File: src/pkg/eeprom_host_pkg.sv
// package: constants, types and timing for the paged eeprom host controller
package eeprom_host_pkg;
  localparam int CLK_HZ = 100_000_000;
  localparam int ADDR_W = 15;
  localparam int DATA_W = 8;
  localparam int PAGE_LSB = 6;
  localparam int PAGE_BYTES = 64;
  // timing figures as printed
  localparam int BYTE_LOAD_WINDOW_US = 150;
  localparam int INTERNAL_PROGRAM_TIME_MS = 10;
  localparam int ERASE_SETUP_TIME_US = 5;
  localparam int ERASE_HOLD_TIME_US = 5;
  localparam int ERASE_PULSE_TIME_MS = 10;
  // cycle counts; the per-unit clock factor truncates, so every time rounds down
  localparam int BYTE_LOAD_WINDOW_CYC = BYTE_LOAD_WINDOW_US * (CLK_HZ / 1_000_000);
  localparam int ERASE_SETUP_CYC = ERASE_SETUP_TIME_US * (CLK_HZ / 1_000_000);
  localparam int ERASE_HOLD_CYC = ERASE_HOLD_TIME_US * (CLK_HZ / 1_000_000);
  localparam int ERASE_PULSE_CYC = ERASE_PULSE_TIME_MS * (CLK_HZ / 1_000);
  localparam int INTERNAL_PROGRAM_CYC = INTERNAL_PROGRAM_TIME_MS * (CLK_HZ / 1_000);
  // strobe phase lengths in cycles (setup, low pulse, high recovery)
  localparam int STROBE_SETUP_CYC = 2;
  localparam int STROBE_LOW_CYC = 12;
  localparam int STROBE_HIGH_CYC = 6;
  localparam int READ_ACCESS_CYC = 16;
  // guard command sequences (three writes to enable, six to disable), enable and disable tails
  localparam logic [14:0] GUARD_ADDR_A = 15'h5555;
  localparam logic [14:0] GUARD_ADDR_B = 15'h2aaa;
  localparam logic [7:0] GUARD_DATA_A = 8'haa;
  localparam logic [7:0] GUARD_DATA_B = 8'h55;
  localparam logic [7:0] GUARD_DATA_ON = 8'ha0;
  localparam logic [7:0] GUARD_DATA_OFF1 = 8'h80;
  localparam logic [7:0] GUARD_DATA_OFF2 = 8'h20;
  localparam logic [7:0] GUARD_DATA_OFF0 = 8'haa;

  typedef enum logic [2:0] {
    CMD_READ,
    CMD_PAGE_WRITE,
    CMD_GUARD_ON,
    CMD_GUARD_OFF,
    CMD_ERASE
  } cmd_t;

  typedef struct packed {
    cmd_t cmd;
    logic [14:0] addr;
    logic [6:0] count;
    logic guarded;
  } request_t;

  typedef struct packed {
    logic ce_n;
    logic oe_n;
    logic we_n;
    logic oe_high_level;
    logic [14:0] addr;
  } pins_t;

  typedef struct packed {
    logic [7:0] data;
    logic timeout;
  } answer_t;
endpackage : eeprom_host_pkg

File: src/core/page_buffer.sv
// page buffer: 64 bytes of write data, registered read
`timescale 1ns/1ns
`default_nettype none
module page_buffer #(
  parameter int DEPTH = 64,
  parameter int WIDTH = 8
) (
  input wire logic clk,
  input wire logic wr_en,
  input wire logic [$clog2(DEPTH)-1:0] wr_addr,
  input wire logic [WIDTH-1:0] wr_data,
  input wire logic [$clog2(DEPTH)-1:0] rd_addr,
  output logic [WIDTH-1:0] rd_data
);
  logic [WIDTH-1:0] mem [DEPTH];

  initial begin
    if (DEPTH < 2) $error("page_buffer depth too small");
  end

  always_ff @(posedge clk) begin
    if (wr_en) begin
      mem[wr_addr] <= wr_data;
    end
  end

  always_ff @(posedge clk) begin
    rd_data <= mem[rd_addr];
  end
endmodule : page_buffer
`default_nettype wire

File: src/core/eeprom_host.sv
// host controller driving a paged parallel eeprom through its pins
// Contract
// - page address A6-A14 stays unchanged at each data-byte strobe fall of a load; guard bytes go to GUARD_ADDR_A and GUARD_ADDR_B.
// - output enable stays high while write strobe and chip enable are low.
// - each further byte starts within 150 us of the previous one.
// - after a guard sequence, one to sixty-four data bytes are loaded; a CMD_GUARD_ON request with count 0 loads none.
// - after the unlock bytes, the page address stays fixed at each strobe fall.
// - command bytes go on the data lines, command addresses on the address lines.
// - erase: chip enable low, high-level oe, write low 10 ms, 5 us around.
// - with guard active, every write is preceded by the three-byte sequence; the host sends it only for CMD_GUARD_ON or a page write that sets guarded.
`timescale 1ns/1ns
`default_nettype none
module eeprom_host
  import eeprom_host_pkg::*;
#(
  parameter int ERASE_PULSE = ERASE_PULSE_CYC,
  parameter int PROGRAM_TIMEOUT = 2 * INTERNAL_PROGRAM_CYC,
  parameter int LOAD_WINDOW = BYTE_LOAD_WINDOW_CYC
) (
  input wire logic CLK_SYS,
  input wire logic RST,
  input wire logic REQ_VALID,
  output logic REQ_READY,
  input wire eeprom_host_pkg::request_t REQ,
  input wire logic WDATA_VALID,
  input wire logic [7:0] WDATA,
  output logic WDATA_READY,
  output logic ANS_VALID,
  output eeprom_host_pkg::answer_t ANS,
  output eeprom_host_pkg::pins_t PINS,
  output logic [7:0] DQ_O,
  output logic DQ_OE,
  input wire logic [7:0] DQ_I
);
  import eeprom_host_pkg::*;

  initial begin
    if (LOAD_WINDOW <= STROBE_SETUP_CYC + STROBE_LOW_CYC + STROBE_HIGH_CYC + 3) $error("eeprom_host window too small");
    if (ERASE_PULSE < 1 || PROGRAM_TIMEOUT < 4) $error("eeprom_host timing too small");
  end

  typedef enum {
    S_IDLE, S_LOAD, S_SET, S_LOW, S_HIGH, S_ERASE_SU, S_ERASE_P, S_ERASE_H,
    S_POLL_SET, S_POLL_LOW, S_POLL_HIGH, S_DONE
  } state_t;

  ////////////////////////////////////////////////////////////////////////
  state_t state_q;
  request_t req_q;
  logic [6:0] loaded_q;
  logic [2:0] pre_q;
  logic [31:0] cnt_q;
  logic [31:0] wait_q;
  logic [7:0] dq_s1_q;
  logic [7:0] dq_s2_q;
  logic [7:0] last_data_q;
  logic [7:0] cur_data_q;
  logic [14:0] cur_addr_q;
  logic poll_first_q;
  logic bit6_q;
  logic timeout_q;
  logic ce_n_q;
  logic oe_n_q;
  logic we_n_q;
  logic hv_q;
  logic dq_oe_q;
  logic [7:0] buf_rd;
  logic buf_wr;
  logic phase_done;

  // two stages on the data pins: they change outside this clock's domain
  always_ff @(posedge CLK_SYS or posedge RST) begin
    if (RST) begin
      dq_s1_q <= 8'h00;
      dq_s2_q <= 8'h00;
    end else begin
      dq_s1_q <= DQ_I;
      dq_s2_q <= dq_s1_q;
    end
  end

  ////////////////////////////////////////////////////////////////////////
  // buffered load decouples the byte source from the 150 us window
  assign buf_wr = (state_q == S_LOAD) && WDATA_VALID && (loaded_q < req_q.count);
  assign WDATA_READY = (state_q == S_LOAD) && (loaded_q < req_q.count);
  assign REQ_READY = (state_q == S_IDLE);
  assign phase_done = (cnt_q == 32'h0);

  page_buffer #(.DEPTH(PAGE_BYTES), .WIDTH(DATA_W)) u_buf (
    .clk(CLK_SYS),
    .wr_en(buf_wr),
    .wr_addr(loaded_q[5:0]),
    .wr_data(WDATA),
    .rd_addr(loaded_q[5:0]),
    .rd_data(buf_rd)
  );

  function automatic logic [22:0] cmd_byte(input cmd_t c, input logic [2:0] i);
    logic [22:0] r;
    r = {GUARD_ADDR_A, GUARD_DATA_A};
    case (i)
      3'h0: r = {GUARD_ADDR_A, GUARD_DATA_A};
      3'h1: r = {GUARD_ADDR_B, GUARD_DATA_B};
      3'h2: r = {GUARD_ADDR_A, (c == CMD_GUARD_OFF) ? GUARD_DATA_OFF1 : GUARD_DATA_ON};
      3'h3: r = {GUARD_ADDR_A, GUARD_DATA_OFF0};
      3'h4: r = {GUARD_ADDR_B, GUARD_DATA_B};
      default: r = {GUARD_ADDR_A, GUARD_DATA_OFF2};
    endcase
    return r;
  endfunction

  function automatic logic [2:0] cmd_len(input request_t r);
    logic [2:0] n;
    n = 3'h0;
    if (r.cmd == CMD_GUARD_OFF) n = 3'h6;
    else if (r.cmd == CMD_GUARD_ON || (r.cmd == CMD_PAGE_WRITE && r.guarded)) n = 3'h3;
    return n;
  endfunction

  ////////////////////////////////////////////////////////////////////////
  // main sequencer
  always_ff @(posedge CLK_SYS or posedge RST) begin
    if (RST) begin
      state_q <= S_IDLE;
      req_q <= '0;
      loaded_q <= 7'h00;
      pre_q <= 3'h0;
      cnt_q <= 32'h0;
      wait_q <= 32'h0;
      cur_data_q <= 8'h00;
      cur_addr_q <= 15'h0000;
      last_data_q <= 8'h00;
      poll_first_q <= 1'b0;
      bit6_q <= 1'b0;
      timeout_q <= 1'b0;
    end else begin
      if (!phase_done) cnt_q <= cnt_q - 32'h1;
      case (state_q)
        S_IDLE: begin
          timeout_q <= 1'b0;
          if (REQ_VALID) begin
            req_q <= REQ;
            loaded_q <= 7'h00;
            pre_q <= 3'h0;
            cur_addr_q <= REQ.addr;
            if (REQ.cmd == CMD_ERASE) begin
              state_q <= S_ERASE_SU;
              cnt_q <= 32'(ERASE_SETUP_CYC);
            end else if (REQ.cmd == CMD_READ) begin
              state_q <= S_SET;
              cnt_q <= 32'(STROBE_SETUP_CYC);
            end else begin
              state_q <= S_LOAD;
            end
          end
        end
        S_LOAD: begin
          // all bytes buffered first so strobes come back to back
          if (buf_wr) loaded_q <= loaded_q + 7'h01;
          if (loaded_q == req_q.count || (buf_wr && loaded_q + 7'h01 == req_q.count)) begin
            loaded_q <= 7'h00;
            state_q <= S_SET;
            cnt_q <= 32'(STROBE_SETUP_CYC);
            if (cmd_len(req_q) != 3'h0) {cur_addr_q, cur_data_q} <= cmd_byte(req_q.cmd, 3'h0);
          end
        end
        S_SET: begin
          if (req_q.cmd != CMD_READ && pre_q >= cmd_len(req_q)) begin
            cur_data_q <= buf_rd;
          end
          if (phase_done) begin
            state_q <= S_LOW;
            cnt_q <= 32'(req_q.cmd == CMD_READ ? READ_ACCESS_CYC : STROBE_LOW_CYC);
          end
        end
        S_LOW: begin
          if (phase_done) begin
            state_q <= S_HIGH;
            cnt_q <= 32'(STROBE_HIGH_CYC);
            if (req_q.cmd == CMD_READ) cur_data_q <= dq_s2_q;
          end
        end
        S_HIGH: begin
          if (phase_done) begin
            if (req_q.cmd == CMD_READ) begin
              state_q <= S_DONE;
            end else if (pre_q + 3'h1 < cmd_len(req_q) || (pre_q < cmd_len(req_q) && req_q.count != 7'h00)) begin
              pre_q <= pre_q + 3'h1;
              state_q <= S_SET;
              cnt_q <= 32'(STROBE_SETUP_CYC);
              if (pre_q + 3'h1 < cmd_len(req_q)) begin
                {cur_addr_q, cur_data_q} <= cmd_byte(req_q.cmd, pre_q + 3'h1);
              end else begin
                cur_addr_q <= req_q.addr;
              end
            end else if (loaded_q + 7'h01 < req_q.count) begin
              loaded_q <= loaded_q + 7'h01;
              cur_addr_q <= {req_q.addr[14:6], cur_addr_q[5:0] + 6'h01};
              state_q <= S_SET;
              cnt_q <= 32'(STROBE_SETUP_CYC);
            end else begin
              last_data_q <= cur_data_q;
              poll_first_q <= 1'b1;
              wait_q <= 32'h0;
              state_q <= S_POLL_SET;
              cnt_q <= 32'(STROBE_SETUP_CYC);
            end
          end
        end
        S_ERASE_SU: if (phase_done) begin
          state_q <= S_ERASE_P;
          cnt_q <= 32'(ERASE_PULSE);
        end
        S_ERASE_P: if (phase_done) begin
          state_q <= S_ERASE_H;
          cnt_q <= 32'(ERASE_HOLD_CYC);
        end
        S_ERASE_H: if (phase_done) state_q <= S_DONE;
        S_POLL_SET: begin
          wait_q <= wait_q + 32'h1;
          if (phase_done) begin
            state_q <= S_POLL_LOW;
            cnt_q <= 32'(READ_ACCESS_CYC);
          end
        end
        S_POLL_LOW: begin
          wait_q <= wait_q + 32'h1;
          if (phase_done) begin
            state_q <= S_POLL_HIGH;
            cnt_q <= 32'(STROBE_HIGH_CYC);
            poll_first_q <= 1'b0;
            bit6_q <= dq_s2_q[6];
            cur_data_q <= dq_s2_q;
            // done when bit 6 stopped toggling and bit 7 matches the last byte written; command-only loads wrote no byte
            if (!poll_first_q && dq_s2_q[6] == bit6_q &&
                (dq_s2_q[7] == last_data_q[7] || req_q.count == 7'h00)) begin
              state_q <= S_DONE;
            end else if (wait_q > 32'(PROGRAM_TIMEOUT)) begin
              timeout_q <= 1'b1;
              state_q <= S_DONE;
            end
          end
        end
        S_POLL_HIGH: begin
          wait_q <= wait_q + 32'h1;
          if (phase_done) begin
            state_q <= S_POLL_SET;
            cnt_q <= 32'(STROBE_SETUP_CYC);
          end
        end
        S_DONE: state_q <= S_IDLE;
        default: state_q <= S_IDLE;
      endcase
    end
  end

  ////////////////////////////////////////////////////////////////////////
  // pin drive; oe stays high through every write strobe
  always_ff @(posedge CLK_SYS or posedge RST) begin
    if (RST) begin
      ce_n_q <= 1'b1;
      oe_n_q <= 1'b1;
      we_n_q <= 1'b1;
      hv_q <= 1'b0;
      dq_oe_q <= 1'b0;
    end else begin
      ce_n_q <= !(state_q inside {S_LOW, S_POLL_LOW, S_ERASE_SU, S_ERASE_P, S_ERASE_H});
      oe_n_q <= !((state_q == S_LOW && req_q.cmd == CMD_READ) || state_q == S_POLL_LOW);
      we_n_q <= !((state_q == S_LOW && req_q.cmd != CMD_READ) || state_q == S_ERASE_P);
      hv_q <= state_q inside {S_ERASE_SU, S_ERASE_P, S_ERASE_H};
      dq_oe_q <= (req_q.cmd != CMD_READ) && (state_q inside {S_SET, S_LOW, S_HIGH});
    end
  end

  // the strobe low time (130 ns) is far below the 150 us load window
  assign PINS.ce_n = ce_n_q;
  assign PINS.oe_n = oe_n_q | hv_q;
  assign PINS.we_n = we_n_q;
  assign PINS.oe_high_level = hv_q;
  assign PINS.addr = cur_addr_q;
  assign DQ_O = cur_data_q;
  assign DQ_OE = dq_oe_q;
  assign ANS_VALID = (state_q == S_DONE);
  assign ANS.data = cur_data_q;
  assign ANS.timeout = timeout_q;
endmodule : eeprom_host
`default_nettype wire

File: config.mk
export PLATFORM = sky130hd
export DESIGN_NAME = eeprom_host
export DESIGN_NICKNAME = d
export VERILOG_FILES = /design/src/pkg/eeprom_host_pkg.sv /design/src/core/page_buffer.sv /design/src/core/eeprom_host.sv
export SDC_FILE = /design/constraint.sdc
export NUM_CORES = 1
export LEC_CHECK = 0
export BUFFER_PORTS_ARGS = -buffer_cell sky130_fd_sc_hd__buf_2
export CORE_UTILIZATION = 50
export CTS_BUF_LIST = sky130_fd_sc_hd__clkbuf_2 sky130_fd_sc_hd__clkbuf_4 sky130_fd_sc_hd__clkbuf_8
export CTS_CLUSTER_DIAMETER = 80
export DETAILED_ROUTE_END_ITERATION = 10
export PLACE_DENSITY = 0.66
export REMOVE_ABC_BUFFERS = 1
export SLEW_MARGIN = 20
export SYNTH_ARGS = -nofsm -noshare
export SYNTH_HDL_FRONTEND = slang
export SYNTH_HIERARCHICAL = 1
export SYNTH_SLANG_ARGS = --single-unit
File: constraint.sdc
create_clock -name CLK_SYS -period 5.05 [get_ports CLK_SYS]
set_input_delay 1.01 -clock CLK_SYS [delete_from_list [all_inputs] [get_ports CLK_SYS]]
set_output_delay 1.01 -clock CLK_SYS [all_outputs]
set_load 0.05 [all_outputs]
## Word-level counts from Yosys, hierarchy flattened

Memories as Yosys holds them, arrays and structs flattened. A register that Yosys moved wholly into a read port is not among the register bits.
Index checks and enable logic that the tools add are counted.

| storage, ports and cells | value |
|---|---|
| register bits | 187 |
| memory bits (writable) | 512 |
| input port bits | 46 |
| output and inout bits | 40 |
| word-level logic and storage cells | 244 |
| memories kept | 1 |

| cells by class | value |
|---|---|
| add/sub/neg operators | 5 |
| order comparisons | 7 |
| eq/ne operators | 51 |
| muxes and demuxes | 98 |
| bitwise logic cells | 4 |
| reduce and logical (&&, ||, !) cells | 56 |

Memories:

| name | depth | width | rd ports | clocked after Yosys merged registers in | wr ports | RTL line | source |
|---|---|---|---|---|---|---|---|
| u_buf.mem | 64 | 8 | 1 | 1 | 1 | page_buffer.sv:15 | `logic [WIDTH-1:0] mem [DEPTH];` |

Operator list:

| operator | count |
|---|---|
| 2-to-1 mux 32 bit | 28 |
| one-hot mux 32 bit (11 select lines) | 1 |
| one-hot mux 32 bit (9 select lines) | 1 |
| == test 32 x 3 -> 1 bit (second input constant) | 5 |
| == test 32 x 4 -> 1 bit (second input constant) | 4 |
| 2-to-1 mux 15 bit | 8 |
| == test 32 x 2 -> 1 bit (second input constant) | 3 |
| zero test 32 bit | 3 |
| 2-to-1 mux 8 bit | 10 |
| one-hot mux 23 bit (3 select lines) | 1 |
| == test 32 x 5 -> 1 bit (second input constant) | 2 |
| one-hot mux 32 bit (2 select lines) | 1 |
| 2-to-1 mux 7 bit | 7 |
| 2-to-1 mux 3 bit | 16 |
| one-hot mux 15 bit (3 select lines) | 1 |
| inequality test 2 bit (second input constant) | 21 |
| one-hot mux 8 bit (5 select lines) | 1 |
| adder 32 x 1 -> 32 bit (second input constant) | 1 |
| == test 32 x 1 -> 1 bit (second input constant) | 1 |
| > comparator 32 x 21 -> 1 bit (second input constant) | 1 |
| subtractor 32 x 1 -> 32 bit (second input constant) | 1 |
| AND reduction 11 bit | 2 |
| one-hot mux 7 bit (3 select lines) | 1 |
| AND reduction 5 bit | 3 |
| 37 further kinds | 98 |

## Logic depth before layout (Yosys ltp)

Gate-level depths: netlist of run 1.

| logic depth | value |
|---|---|
| depth after elaboration | 21 |
| mapped depth | 13 |
| mapped depth without buffers | 12 |

## Hierarchy

The synthesis of run 1 kept the hierarchy.

By module, submodules not included:

| module | instances | cells an instance | area each (µm²) | sequential area each (µm²) |
|---|---|---|---|---|
| page_buffer | 1 | 972 | 20190.6 | 15534.9 |
| eeprom_host | 1 | 967 | 8961.1 | 3807.4 |

## Least setup slack after synthesis of run 1

No wires, ideal clock.

| path | value |
|---|---|
| kind | register -> register |
| start point | register state_q[3] |
| end point | memory u_buf.mem[33][0], enable pin |
| setup time | 0.370 ns |
| arrival | 3.121 ns |
| data required time | 4.680 ns |
| slack | 1.559 ns |
| stages on the path, launching flop included | 10 |
| buffers on the path | 2 |
| clock period less this slack | 3.491 ns |
| cells stage by stage | dfrtp_1 > clkbuf_1 > nor4b_4 > o211ai_1 > nor2_1 > and2_1 > nand2_1 > or3_1 > clkbuf_1 > nor2_1 |

| on the way | value |
|---|---|
| longest elaborated chain between the ends | 5 |

RTL lines:

| element | RTL line | source |
|---|---|---|
| from (decl) | eeprom_host.sv:48 | `state_t state_q;` |
| from (signal assigned) | eeprom_host.sv:124 | `state_q <= S_IDLE;` |
| from (signal assigned) | eeprom_host.sv:147 | `state_q <= S_ERASE_SU;` |
| from (signal assigned) | eeprom_host.sv:150 | `state_q <= S_SET;` |
| == test 32 x 2 -> 1 bit | eeprom_host.sv:84 | `assign buf_wr = (state_q == S_LOAD) && WDATA_VALID && (loaded_q < req_q.count);` |
| logical AND 1 bit (2 in series) | eeprom_host.sv:84 |  |
| via buf_wr | eeprom_host.sv:68 | `logic buf_wr;` |
| 2-to-1 mux 1 bit | page_buffer.sv:22 | `if (wr_en) begin` |
| 2-to-1 mux 1 bit (implied by the code) | page_buffer.sv:23 | `mem[wr_addr] <= wr_data;` |
| to (decl) | page_buffer.sv:15 |  |

The timed path passes the listed nets, and every way through them passes these cells.

## Worst setup path in the final report of run 1

| path | value |
|---|---|
| start point | register pre_q[1] |
| end point | register last_data_q[7] |

| on the way | value |
|---|---|
| longest elaborated chain between the ends | 5 |

RTL lines:

| element | RTL line | source |
|---|---|---|
| from (decl) | eeprom_host.sv:51 | `logic [2:0] pre_q;` |
| from (signal assigned) | eeprom_host.sv:188 | `pre_q <= pre_q + 3'h1;` |
| adder 3 x 1 -> 3 bit or < comparator 3 bit (tied branches) | eeprom_host.sv:187 | `end else if (pre_q + 3'h1 < cmd_len(req_q) \|\| (pre_q < cmd_len(req_q) && req_q.count != 7'h00)) begin` |
| < comparator 3 bit or logical AND 1 bit (tied branches) | eeprom_host.sv:187 |  |
| logical OR 1 bit * | eeprom_host.sv:187 |  |
| NOT 1 bit (no source line) * | -- |  |
| AND reduction 5 bit (no source line) * | -- |  |
| to (signal assigned) | eeprom_host.sv:202 | `last_data_q <= cur_data_q;` |
| to (decl) | eeprom_host.sv:56 | `logic [7:0] last_data_q;` |

Every way passes the cells marked *; elsewhere a longest branch is shown, timed or not.
A chain may end at the register's enable or synchronous reset.

==> results.yml, run 1 <==
clock_network:
  clk_pin_slew_worst_paths_ps: 60
  cts_root_buf: "clkbuf_8"
  ctsResizeCount: 0
  cts_tree: "yes"
  hold_buffers: 0
  cts_buffers: 108
  cts.sink_count: 672
  clockBufferDepth: 3
  clk_latency_ps: 730
  htreeDepth: 3
  post_cts_buffers: 0
routing:
  routed_wirelength_mm: 70.9
  firstDrtPassIters: 6
  num_vias: 17800
  ant_nets: 0
  avgRoutedWirePerCell_um: 24.4
  drtIter0Drc: 1958
  drc_errors: 0
  viasPerCell: 6.10
logic_synthesis:
  yosys.cell_types.count: 90
  syn_area_um2: 29200
  synth_fa_ha_area_frac: 0.0132
  synthFlopType: "edfxtp_1"
  synth_xor_area_frac: 0.0165
  synth.area.mux_share: 0.121
  ys_warn_count: 6
  synth_top_family_by_area: "multiplexers"
  synth_compound_area_frac: 0.0683
  yosysSeqAreaShare: 0.664
  synth-simple-area-share: 0.0928
  synth_area_per_cell_um2: 15.0
  synth-seq-cells: 672
  ys_async_sr_fraction: 0.226
  syn-instance-count: 1939
  synth_edf_count: 512
place:
  dpl_cell_area_um2: 30300
  dp_cells: 2715
  post-place-ws_ps: 1240
  numPortBuffers: 85
  dp_hpwl_mm: 45.1
  gp_congestion: 0.953
critical_path:
  reg2regPathDepth: 9
  r2r-end: "last_data_q[7]$_DFFE_PP0P_"
  start_kind: "register"
  end_kind: "register"
  critPathRequiredTime_ps: 5640
  ff2ff_setup_slack_ps: 1210
  path_class: "reg -> reg"
  r2r_start: "pre_q[1]$_DFFE_PP0P_"
  worst_ep_arrival_time_ps: 4430
  critPathMaxFanout: 18
finish:
  final_cell_mix: "512 x edfxtp_1, 211 x nor2_1, 146 x dfrtp_1"
  final_common_cell: "edfxtp_1"
  fin_cells: 2909
  layout.nets: 2136
  num_antenna_cells: 0
  design_area_um2: 32600
  drive_gt1_frac: 0.236
  areaGrowthSynthToFinish_pct: 11.8
worst_hold_path:
  min_path_type: "reg -> reg"
  hold_end: "dq_s2_q[2]$_DFF_PP0_"
  min_from: "dq_s1_q[2]$_DFF_PP0_"
  holdPathStages: 0
global_routing:
  grt.overflow.total: 0
  grt_pass1_vias: 17800
  grt_usage: 0.243
  grt_pass1_wl_mm: 110
  grt_max_degree: 121
  antenna_found_initial: 0
sta:
  rsz0062_at_grt: "no"
  drv_slew: 0
  slew_headroom: 0.337
  tightestPinTransition_ps: 990
  fin_crit_sh: 0.760
  holdWs_ps: 351
  final-setup-viol-count: 0
  min_period_ps: 3840
  final_hold_viol_count: 0
  max_clock_freq_mhz: 260
  skew_ps: 36.3
  setup_ws_ps: 1210
power:
  report.power.total_w: 0.0111
  vdd_ir_drop_max_uv: 189
  p_per_area_nw_per_um2: 341
  leakage_nw: 11.6
floorplan:
  die_y_um: 243
  coreArea_um2: 57700
  fp.dieArea_um2: 59300
  die-width_um: 243
  initial_core_util: 0.505
  io_pins: 86
  rows: 88
run_status:
  status: "complete, no violations"
job:
  cap_viol_max_count: 0
cells in the mapped netlist (all sizes together), types with 18 or more instances:
master	count	share of area
mux4	124	0.096
mux2i	28	0.0096
nand2	97	0.012
nor4	25	0.0076
o22ai	27	0.0058
a22oi	18	0.0046
mux2	41	0.016
nor3	28	0.0052
clkbuf	50	0.0064
nor2b	20	0.0043
xnor2	41	0.012
ha	30	0.013
a21oi	62	0.011
inv	34	0.0044
buf	57	0.013
dfrtp	149	0.13
nand2b	18	0.0039
nand4	18	0.0046
nand3	43	0.0074
nor2	214	0.028
edfxtp	512	0.53
o21ai	73	0.013
a31oi	26	0.0061
stage by stage:
stage | TNS [ps] | utilization
6_report | 0 | 0.565
3_3_place_gp | 0 | 0.524
5_1_grt | 0 | 0.565
2_1_floorplan | -1437650 | -
3_5_place_dp | 0 | 0.525
4_1_cts | 0 | 0.565
final cells by class:
type	instances	area, um2
sequential	672	19400
fill	4555	25100
clock inverter	46	483
inverter	37	144
multi-input combinational	1123	9100
timing repair buffer	118	716
clock buffer	148	1830
tap	765	957
routing by layer:
layer,GRT usage,up-vias,share of wire
li1,-,7778,-
met1,0.334,9008,0.41
met2,0.385,808,0.48
met3,0.0469,162,0.077
met4,0.0951,0,0.036
met5,0,-,0
logic make-up after synthesis:
family                   Yosys count
AND/OR/NAND/NOR                  542
multiplexers                     193
buffers and inverters            144
flip-flops                       672
adder cells (fa/ha/maj)           31
XOR/XNOR                          55
AO/OA/AOI/OAI                    302
worst max-delay path, cell delays in order (launching register included):
cell and delay (ps):
dfrtp_1 480, ha_1 270, xnor2_1 390, inv_1 120, ha_1 300, o311a_1 220, a2bb2oi_1 480, and3_1 380
and3_1 660, mux2_2 410
registers in the layout, indices dropped and copies added (netlist names), 3 cells and up:
register,cells
wait_q,32
u_buf/mem,512
dq_s1_q,8
loaded_q,7
req_q,26
cur_addr_q,15
pre_q,3
DQ_O,8
state_q,4
u_buf/rd_data,8
cnt_q,32
dq_s2_q,8
power breakdown:
| group | internal (W) | switching, W |
|---|---|---|
| logic | 0.0000218 | 0.000107 |
| registers | 0.00596 | 0.00000397 |
| clock network | 0.00282 | 0.00217 |
| total | 0.00881 | 0.00229 |
how the worst max path moves through the flow:
stage	slack [ps]	endpoint	start	depth (start not counted)
2_1_floorplan	-3270	cur_addr_q[3]$_DFFE_PP0P_	loaded_q[0]$_DFFE_PP0P_	11
3_3_place_gp	1400	wait_q[24]$_DFFE_PP0P_	pre_q[1]$_DFFE_PP0P_	10
3_5_place_dp	1240	last_data_q[7]$_DFFE_PP0P_	pre_q[1]$_DFFE_PP0P_	9
4_1_cts	1220	last_data_q[7]$_DFFE_PP0P_	pre_q[1]$_DFFE_PP0P_	9
5_1_grt	860	wait_q[24]$_DFFE_PP0P_	pre_q[0]$_DFFE_PP0P_	10
6_report	1210	last_data_q[7]$_DFFE_PP0P_	pre_q[1]$_DFFE_PP0P_	9
Power figures use the tool's default switching activity.
==> inputs of run 2 (changes only) <==
--- a/config.mk
+++ b/config.mk
@@ -10,7 +10,7 @@
 export CTS_BUF_LIST = sky130_fd_sc_hd__clkbuf_2 sky130_fd_sc_hd__clkbuf_4 sky130_fd_sc_hd__clkbuf_8
 export CTS_CLUSTER_DIAMETER = 80
 export DETAILED_ROUTE_END_ITERATION = 10
-export PLACE_DENSITY = 0.66
+export PLACE_DENSITY = 0.63
 export REMOVE_ABC_BUFFERS = 1
 export SLEW_MARGIN = 20
 export SYNTH_ARGS = -nofsm -noshare
==> constraint.sdc (replaced) <==
create_clock -name CLK_SYS -period 3.58 [get_ports CLK_SYS]
set_input_delay 0.716 -clock CLK_SYS [delete_from_list [all_inputs] [get_ports CLK_SYS]]
set_output_delay 0.716 -clock CLK_SYS [all_outputs]
set_load 0.05 [all_outputs]
==> run 2 against run 1 <==
Clock-buffer cell count rose by 5. Register-to-register slack got worse by 920 ps. First-iteration DRC count fell by 17%. Design area rose by 1.6%. Core utilization rose by 0.89 points. Hold slack got worse by 230 ps. Critical endpoint is now cur_addr_q[8]$_DFFE_PP0P_. Cell count rose by 3.1%. Sequential share of layout area fell by 0.92 points. Highest routed layer unchanged. Power rose by 36%. Combinational power rose by 43%.
==> results.yml, run 2 (synthesized netlist as in run 1, its figures left out) <==
finish:
  num_antenna_cells: 0
  areaGrowthSynthToFinish_pct: 13.5
  utilization: 0.574
  drive_gt1_frac: 0.266
  layout.nets: 2229
  reg_top3: "u_buf/mem (512), cnt_q (32), wait_q (32)"
  final_common_cell: "edfxtp_1"
  regArea_um2: 19400
  final_cell_mix: "512 x edfxtp_1, 210 x nor2_1, 146 x dfrtp_1"
  multi_input_area_um2: 9110
  fin_cells: 2999
  design_area_um2: 33100
  largest-register: "u_buf/mem"
  fillers: 4635
  largest_register_ffs: 512
global_routing:
  grt_pass1_wl_mm: 112
  grt_max_degree: 121
  grt_pass1_vias: 18200
  antenna_found_initial: 0
  grt.overflow.total: 0
  grt_usage: 0.251
critical_path:
  critPathMaxFanout: 12
  cpPeakStageDelay_ps: 530
  crit_family: "simple AND/OR/NAND/NOR gates"
  slowest_stage: "dfrtp_4"
  end_kind: "register"
  worst_ep_arrival_time_ps: 3900
  path_buf_inv: 2
  start_kind: "register"
  critPathRequiredTime_ps: 4190
  cp.depth: 13
  cp_cell_sequence: "ha_1 > nand3_1 > xnor2_2 > ha_1 > a211oi_1 > nor2_1 > or3_1 > and3_1 > buf_4 > a211oi_4 > buf_4 > nor2_1 > a31oi_1"
  reg2regPathDepth: 13
  path_class: "reg -> reg"
sta:
  fin_crit_sh: 0.918
  finalSetupTns_ps: 0
  final_hold_viol_count: 0
  tightestPinTransition_ps: 969
  min_period_ps: 3290
  skew_ps: 67.9
  rsz0062_at_grt: "no"
  drv_slew: 0
  final-setup-viol-count: 0
  max_clock_freq_mhz: 304
  slew_headroom: 0.351
place:
  dpl_cell_area_um2: 31000
  dp_cells: 2807
  numPortBuffers: 85
  gp_congestion: 0.912
  dp_hpwl_mm: 47.4
routing:
  firstDrtPassIters: 6
  avgRoutedWirePerCell_um: 24.3
  num_vias: 18000
  routed_wirelength_mm: 73.0
  drc_errors: 0
  drtIter0Drc: 1622
  ant_nets: 0
  viasPerCell: 6.01
worst_hold_path:
  min_path_type: "in -> reg"
  holdPathStages: 1
clock_network:
  cts.sink_count: 672
  htreeDepth: 3
  clk_pin_slew_worst_paths_ps: 60
  cts_tree: "yes"
  cts_root_buf: "clkbuf_8"
  clockBufferDepth: 3
  post_cts_buffers: 0
  clk_latency_ps: 730
  cts_buffers: 108
power:
  vdd_ir_drop_max_uv: 337
  p_per_area_nw_per_um2: 455
  leakage_nw: 12.0
run_status:
  status: "complete, no violations"
floorplan:
  fp.dieArea_um2: 59300
  rows: 88
  initial_core_util: 0.505
  io_pins: 86
  die_y_um: 243
  die-width_um: 243
  coreArea_um2: 57700
job:
  cap_viol_max_count: 0
==> run 2: changes by cell type in the layout (fill, tap and decap cells not counted), moves of 2 or more <==
| cell | delta |
|---|---|
| buf_4 | +94 |
| bufinv_16 | -7 |
| clkbuf_4 | +7 |
| clkinv_1 | +5 |
| clkinv_2 | -4 |
| buf_2 | -2 |
| clkbuf_8 | -2 |
| inv_6 | -2 |
==> run 2: power by group <==
group          total, W  internal [W]  switching [W]  leakage, nW
Combinational  0.000185     0.0000329       0.000152         4.29
Clock           0.00644       0.00348        0.00297         1.13
Sequential      0.00842       0.00841     0.00000563         6.54
Total            0.0150        0.0119        0.00312         12.0
==> run 2: through the flow <==
stage | power (W) | hold WS [ps] | setup slack [ps]
after CTS | 0.0152 | 66.1 | 195
final | 0.0150 | 125 | 295
after global placement | 0.00876 | 334 | 373
after global routing | 0.0155 | 74.9 | 42.1
after detailed placement | 0.00877 | 336 | 236
after floorplan | 0.00861 | 331 | -4740
==> run 2: area by class of cell <==
| cell class | count | area share |
|---|---|---|
| clock inverter | 38 | 0.00756 |
| timing repair buffer | 211 | 0.0430 |
| sequential | 672 | 0.585 |
| tap | 765 | 0.0289 |
| inverter | 37 | 0.00435 |
| clock buffer | 153 | 0.0561 |
| multi-input combinational | 1123 | 0.275 |
==> run 2: worst paths after layout <==
check | slack [ps] | start | to
setup / recovery | 290 | loaded_q[0]$_DFFE_PP0P_ | cur_addr_q[8]$_DFFE_PP0P_
hold / removal | 120 | DQ_I[3] | dq_s1_q[3]$_DFF_PP0_
max in group asynchronous | 2100 | RST | cnt_q[2]$_DFF_PP0_
hold reg to reg | 350 | dq_s1_q[1]$_DFF_PP0_ | dq_s2_q[1]$_DFF_PP0_
setup reg to reg | 290 | loaded_q[0]$_DFFE_PP0P_ | cur_addr_q[8]$_DFFE_PP0P_
min in group asynchronous | 580 | RST | dq_s1_q[2]$_DFF_PP0_
==> run 2: routing by layer <==
layer,GRT usage,routed length (um),vias to the layer above
li1,-,-,7945
met5,0,0,-
met2,0.407,35500,634
met3,0.0430,4350,149
met4,0.0875,2240,0
met1,0.345,30900,9290
==> run 2: worst reg2reg max path, cell delays in order, from the launching register on <==
cell and delay [ps]:
dfrtp_4 530, ha_1 250, nand3_1 150, xnor2_2 170, ha_1 300, a211oi_1 240
nor2_1 80, or3_1 430, and3_1 240, buf_4 160, a211oi_4 230, buf_4 220
nor2_1 50, a31oi_1 160
==> run 2: timing repair <==
action	4_1_cts	5_1_grt
gates resized for setup	0	4
endpoints found under the setup margin	0	13
hold buffers	1	0
endpoints found under the hold margin	5	0
==> inputs of run 3 (changes only) <==
--- a/config.mk
+++ b/config.mk
@@ -11,6 +11,7 @@
 export CTS_CLUSTER_DIAMETER = 80
 export DETAILED_ROUTE_END_ITERATION = 10
 export PLACE_DENSITY = 0.63
+export RECOVER_POWER = 50
 export REMOVE_ABC_BUFFERS = 1
 export SLEW_MARGIN = 20
 export SYNTH_ARGS = -nofsm -noshare
==> run 3 against run 2 <==
Global-route usage unchanged. Hold slack improved by 3.1 ps. Setup slack got worse by 2.3 ps. Via count increased by 0.37%. Power about the same. First-iteration DRC count decreased by 0.68%. Non-clock buffer count unchanged. Design area decreased by 0.24%. Sequential share of layout area increased by 0.14 points. The run now ends with max-capacitance violations, max-slew violations left. Core utilization decreased by 0.14 points. Largest cell class unchanged. Combinational power decreased by 5%. Clock-buffer cell count unchanged.
==> results.yml, run 3 (synthesized netlist as in run 1, its figures left out) <==
global_routing:
  grt_pass1_vias: 18200
  grt_usage: 0.251
  grt_pass1_wl_mm: 112
  grt.overflow.total: 0
  grt_max_degree: 121
  antenna_found_initial: 0
sta:
  rsz0062_at_grt: "no"
  final-setup-viol-count: 0
  fin_crit_sh: 0.918
  drv_slew: 374
  slew_headroom: -0.997
  skew_ps: 66.0
  setup_ws_ps: 293
  max_clock_freq_mhz: 304
  finalSetupTns_ps: 0
  final_hold_viol_count: 0
  min_period_ps: 3290
  tightestPinTransition_ps: 3000
finish:
  reg_top3: "u_buf/mem (512), cnt_q (32), wait_q (32)"
  final_common_cell: "edfxtp_1"
  num_antenna_cells: 0
  regArea_um2: 19400
  drive_gt1_frac: 0.256
  largest_register_ffs: 512
  layout.nets: 2229
  multi_input_area_um2: 9110
  areaGrowthSynthToFinish_pct: 13.2
  final_cell_mix: "512 x edfxtp_1, 210 x nor2_1, 146 x dfrtp_1"
  fillers: 4654
  largest-register: "u_buf/mem"
clock_network:
  htreeDepth: 3
  cts.sink_count: 672
  post_cts_buffers: 0
  clockBufferDepth: 3
  clk_pin_slew_worst_paths_ps: 60
  clk_latency_ps: 730
  cts_root_buf: "clkbuf_8"
  cts_tree: "yes"
  cts_buffers: 108
floorplan:
  die-width_um: 243
  fp.dieArea_um2: 59300
  coreArea_um2: 57700
  io_pins: 86
  initial_core_util: 0.505
  die_y_um: 243
  rows: 88
routing:
  ant_nets: 0
  firstDrtPassIters: 6
  drc_errors: 0
  drtIter0Drc: 1611
  avgRoutedWirePerCell_um: 24.4
  routed_wirelength_mm: 73.1
  viasPerCell: 6.03
  num_vias: 18100
job:
  cap_viol_max_count: 8
place:
  dp_hpwl_mm: 47.4
  post-place-ws_ps: 236
  gp_congestion: 0.912
  numPortBuffers: 85
critical_path:
  end_kind: "register"
  worst_ep_arrival_time_ps: 3900
  path_buf_inv: 2
  critPathRequiredTime_ps: 4190
  path_class: "reg -> reg"
  critPathMaxFanout: 12
  cpPeakStageDelay_ps: 530
  cp_cell_sequence: "ha_1 > nand3_1 > xnor2_2 > ha_1 > a211oi_1 > nor2_1 > or3_1 > and3_1 > buf_4 > a211oi_4 > buf_4 > nor2_1 > a31oi_1"
  slowest_stage: "dfrtp_4"
  crit_family: "simple AND/OR/NAND/NOR gates"
  start_kind: "register"
worst_hold_path:
  min_path_type: "in -> reg"
power:
  vdd_ir_drop_max_uv: 338
  p_per_area_nw_per_um2: 456
  leakage_nw: 11.9
run_status:
  failed_checks: "max-capacitance violations, max-slew violations"
  status: "finished, violations left"
run 3: cell types whose count changed in the layout (fill, tap and decap cells not counted), sizes merged:
cell and change:
buf -24, clkbuf +24, clkinvlp +1, inv -1
run 3: power by group:
group / switching (W) / total [W] / internal [W]
Clock: 0.00296 / 0.00644 / 0.00348
Combinational: 0.000151 / 0.000176 / 0.0000244
Sequential: 0.00000555 / 0.00843 / 0.00842
run 3: stage by stage:
stage | total power [W] | utilization | hold slack (ps) | instance area [um2] | instances
floorplan | 0.00861 | - | 331 | 28600 | 1832
global placement | 0.00876 | 0.536 | 334 | 31000 | 2807
detailed placement | 0.00877 | 0.537 | 336 | 31000 | 2807
CTS | 0.0152 | 0.573 | 66.1 | 33100 | 2999
global route | 0.0155 | 0.572 | 74.9 | 33000 | 2999
finish | 0.0150 | 0.572 | 128 | 33000 | 2999
run 3: worst paths after layout:
kind	start	end	slack (ps)	cells past startpoint
worst max-delay path	loaded_q[0]$_DFFE_PP0P_	cur_addr_q[8]$_DFFE_PP0P_	290	13
worst max register to register	loaded_q[0]$_DFFE_PP0P_	cur_addr_q[8]$_DFFE_PP0P_	290	13
min in group asynchronous	RST	dq_s1_q[2]$_DFF_PP0_	1050	3
worst min-delay path	DQ_I[3]	dq_s1_q[3]$_DFF_PP0_	130	1
max in group asynchronous	RST	loaded_q[1]$_DFFE_PP0P_	570	4
worst min register to register	dq_s1_q[1]$_DFF_PP0_	dq_s2_q[1]$_DFF_PP0_	350	0
run 3: metal layers:
| layer | global-route usage | part of all wire |
|---|---|---|
| met1 | 0.345 | 0.42 |
| met2 | 0.407 | 0.49 |
| met3 | 0.0430 | 0.064 |
| met4 | 0.0875 | 0.031 |
| met5 | 0 | 0 |
run 3: area by class of cell:
| class | instances | area share |
|---|---|---|
| timing repair buffer | 211 | 0.0408 |
| clock buffer | 153 | 0.0562 |
| inverter | 37 | 0.00424 |
| multi-input combinational | 1123 | 0.276 |
| clock inverter | 38 | 0.00758 |
| tap | 765 | 0.0290 |
| sequential | 672 | 0.586 |
run 3: timing repair:
action | in CTS | in global routing
hold buffers | 1 | 0
endpoints found under the setup margin | 0 | 13
endpoints found under the hold margin | 5 | 0
resized for setup | 0 | 4
run 3: worst register-to-register path, stage by stage (launching register included):
cell,delay [ps]
dfrtp_4,530
ha_1,250
nand3_1,150
xnor2_2,170
ha_1,300
a211oi_1,250
nor2_1,80
or3_1,420
and3_1,240
buf_4,160
a211oi_4,230
buf_4,230
nor2_1,50
a31oi_1,150
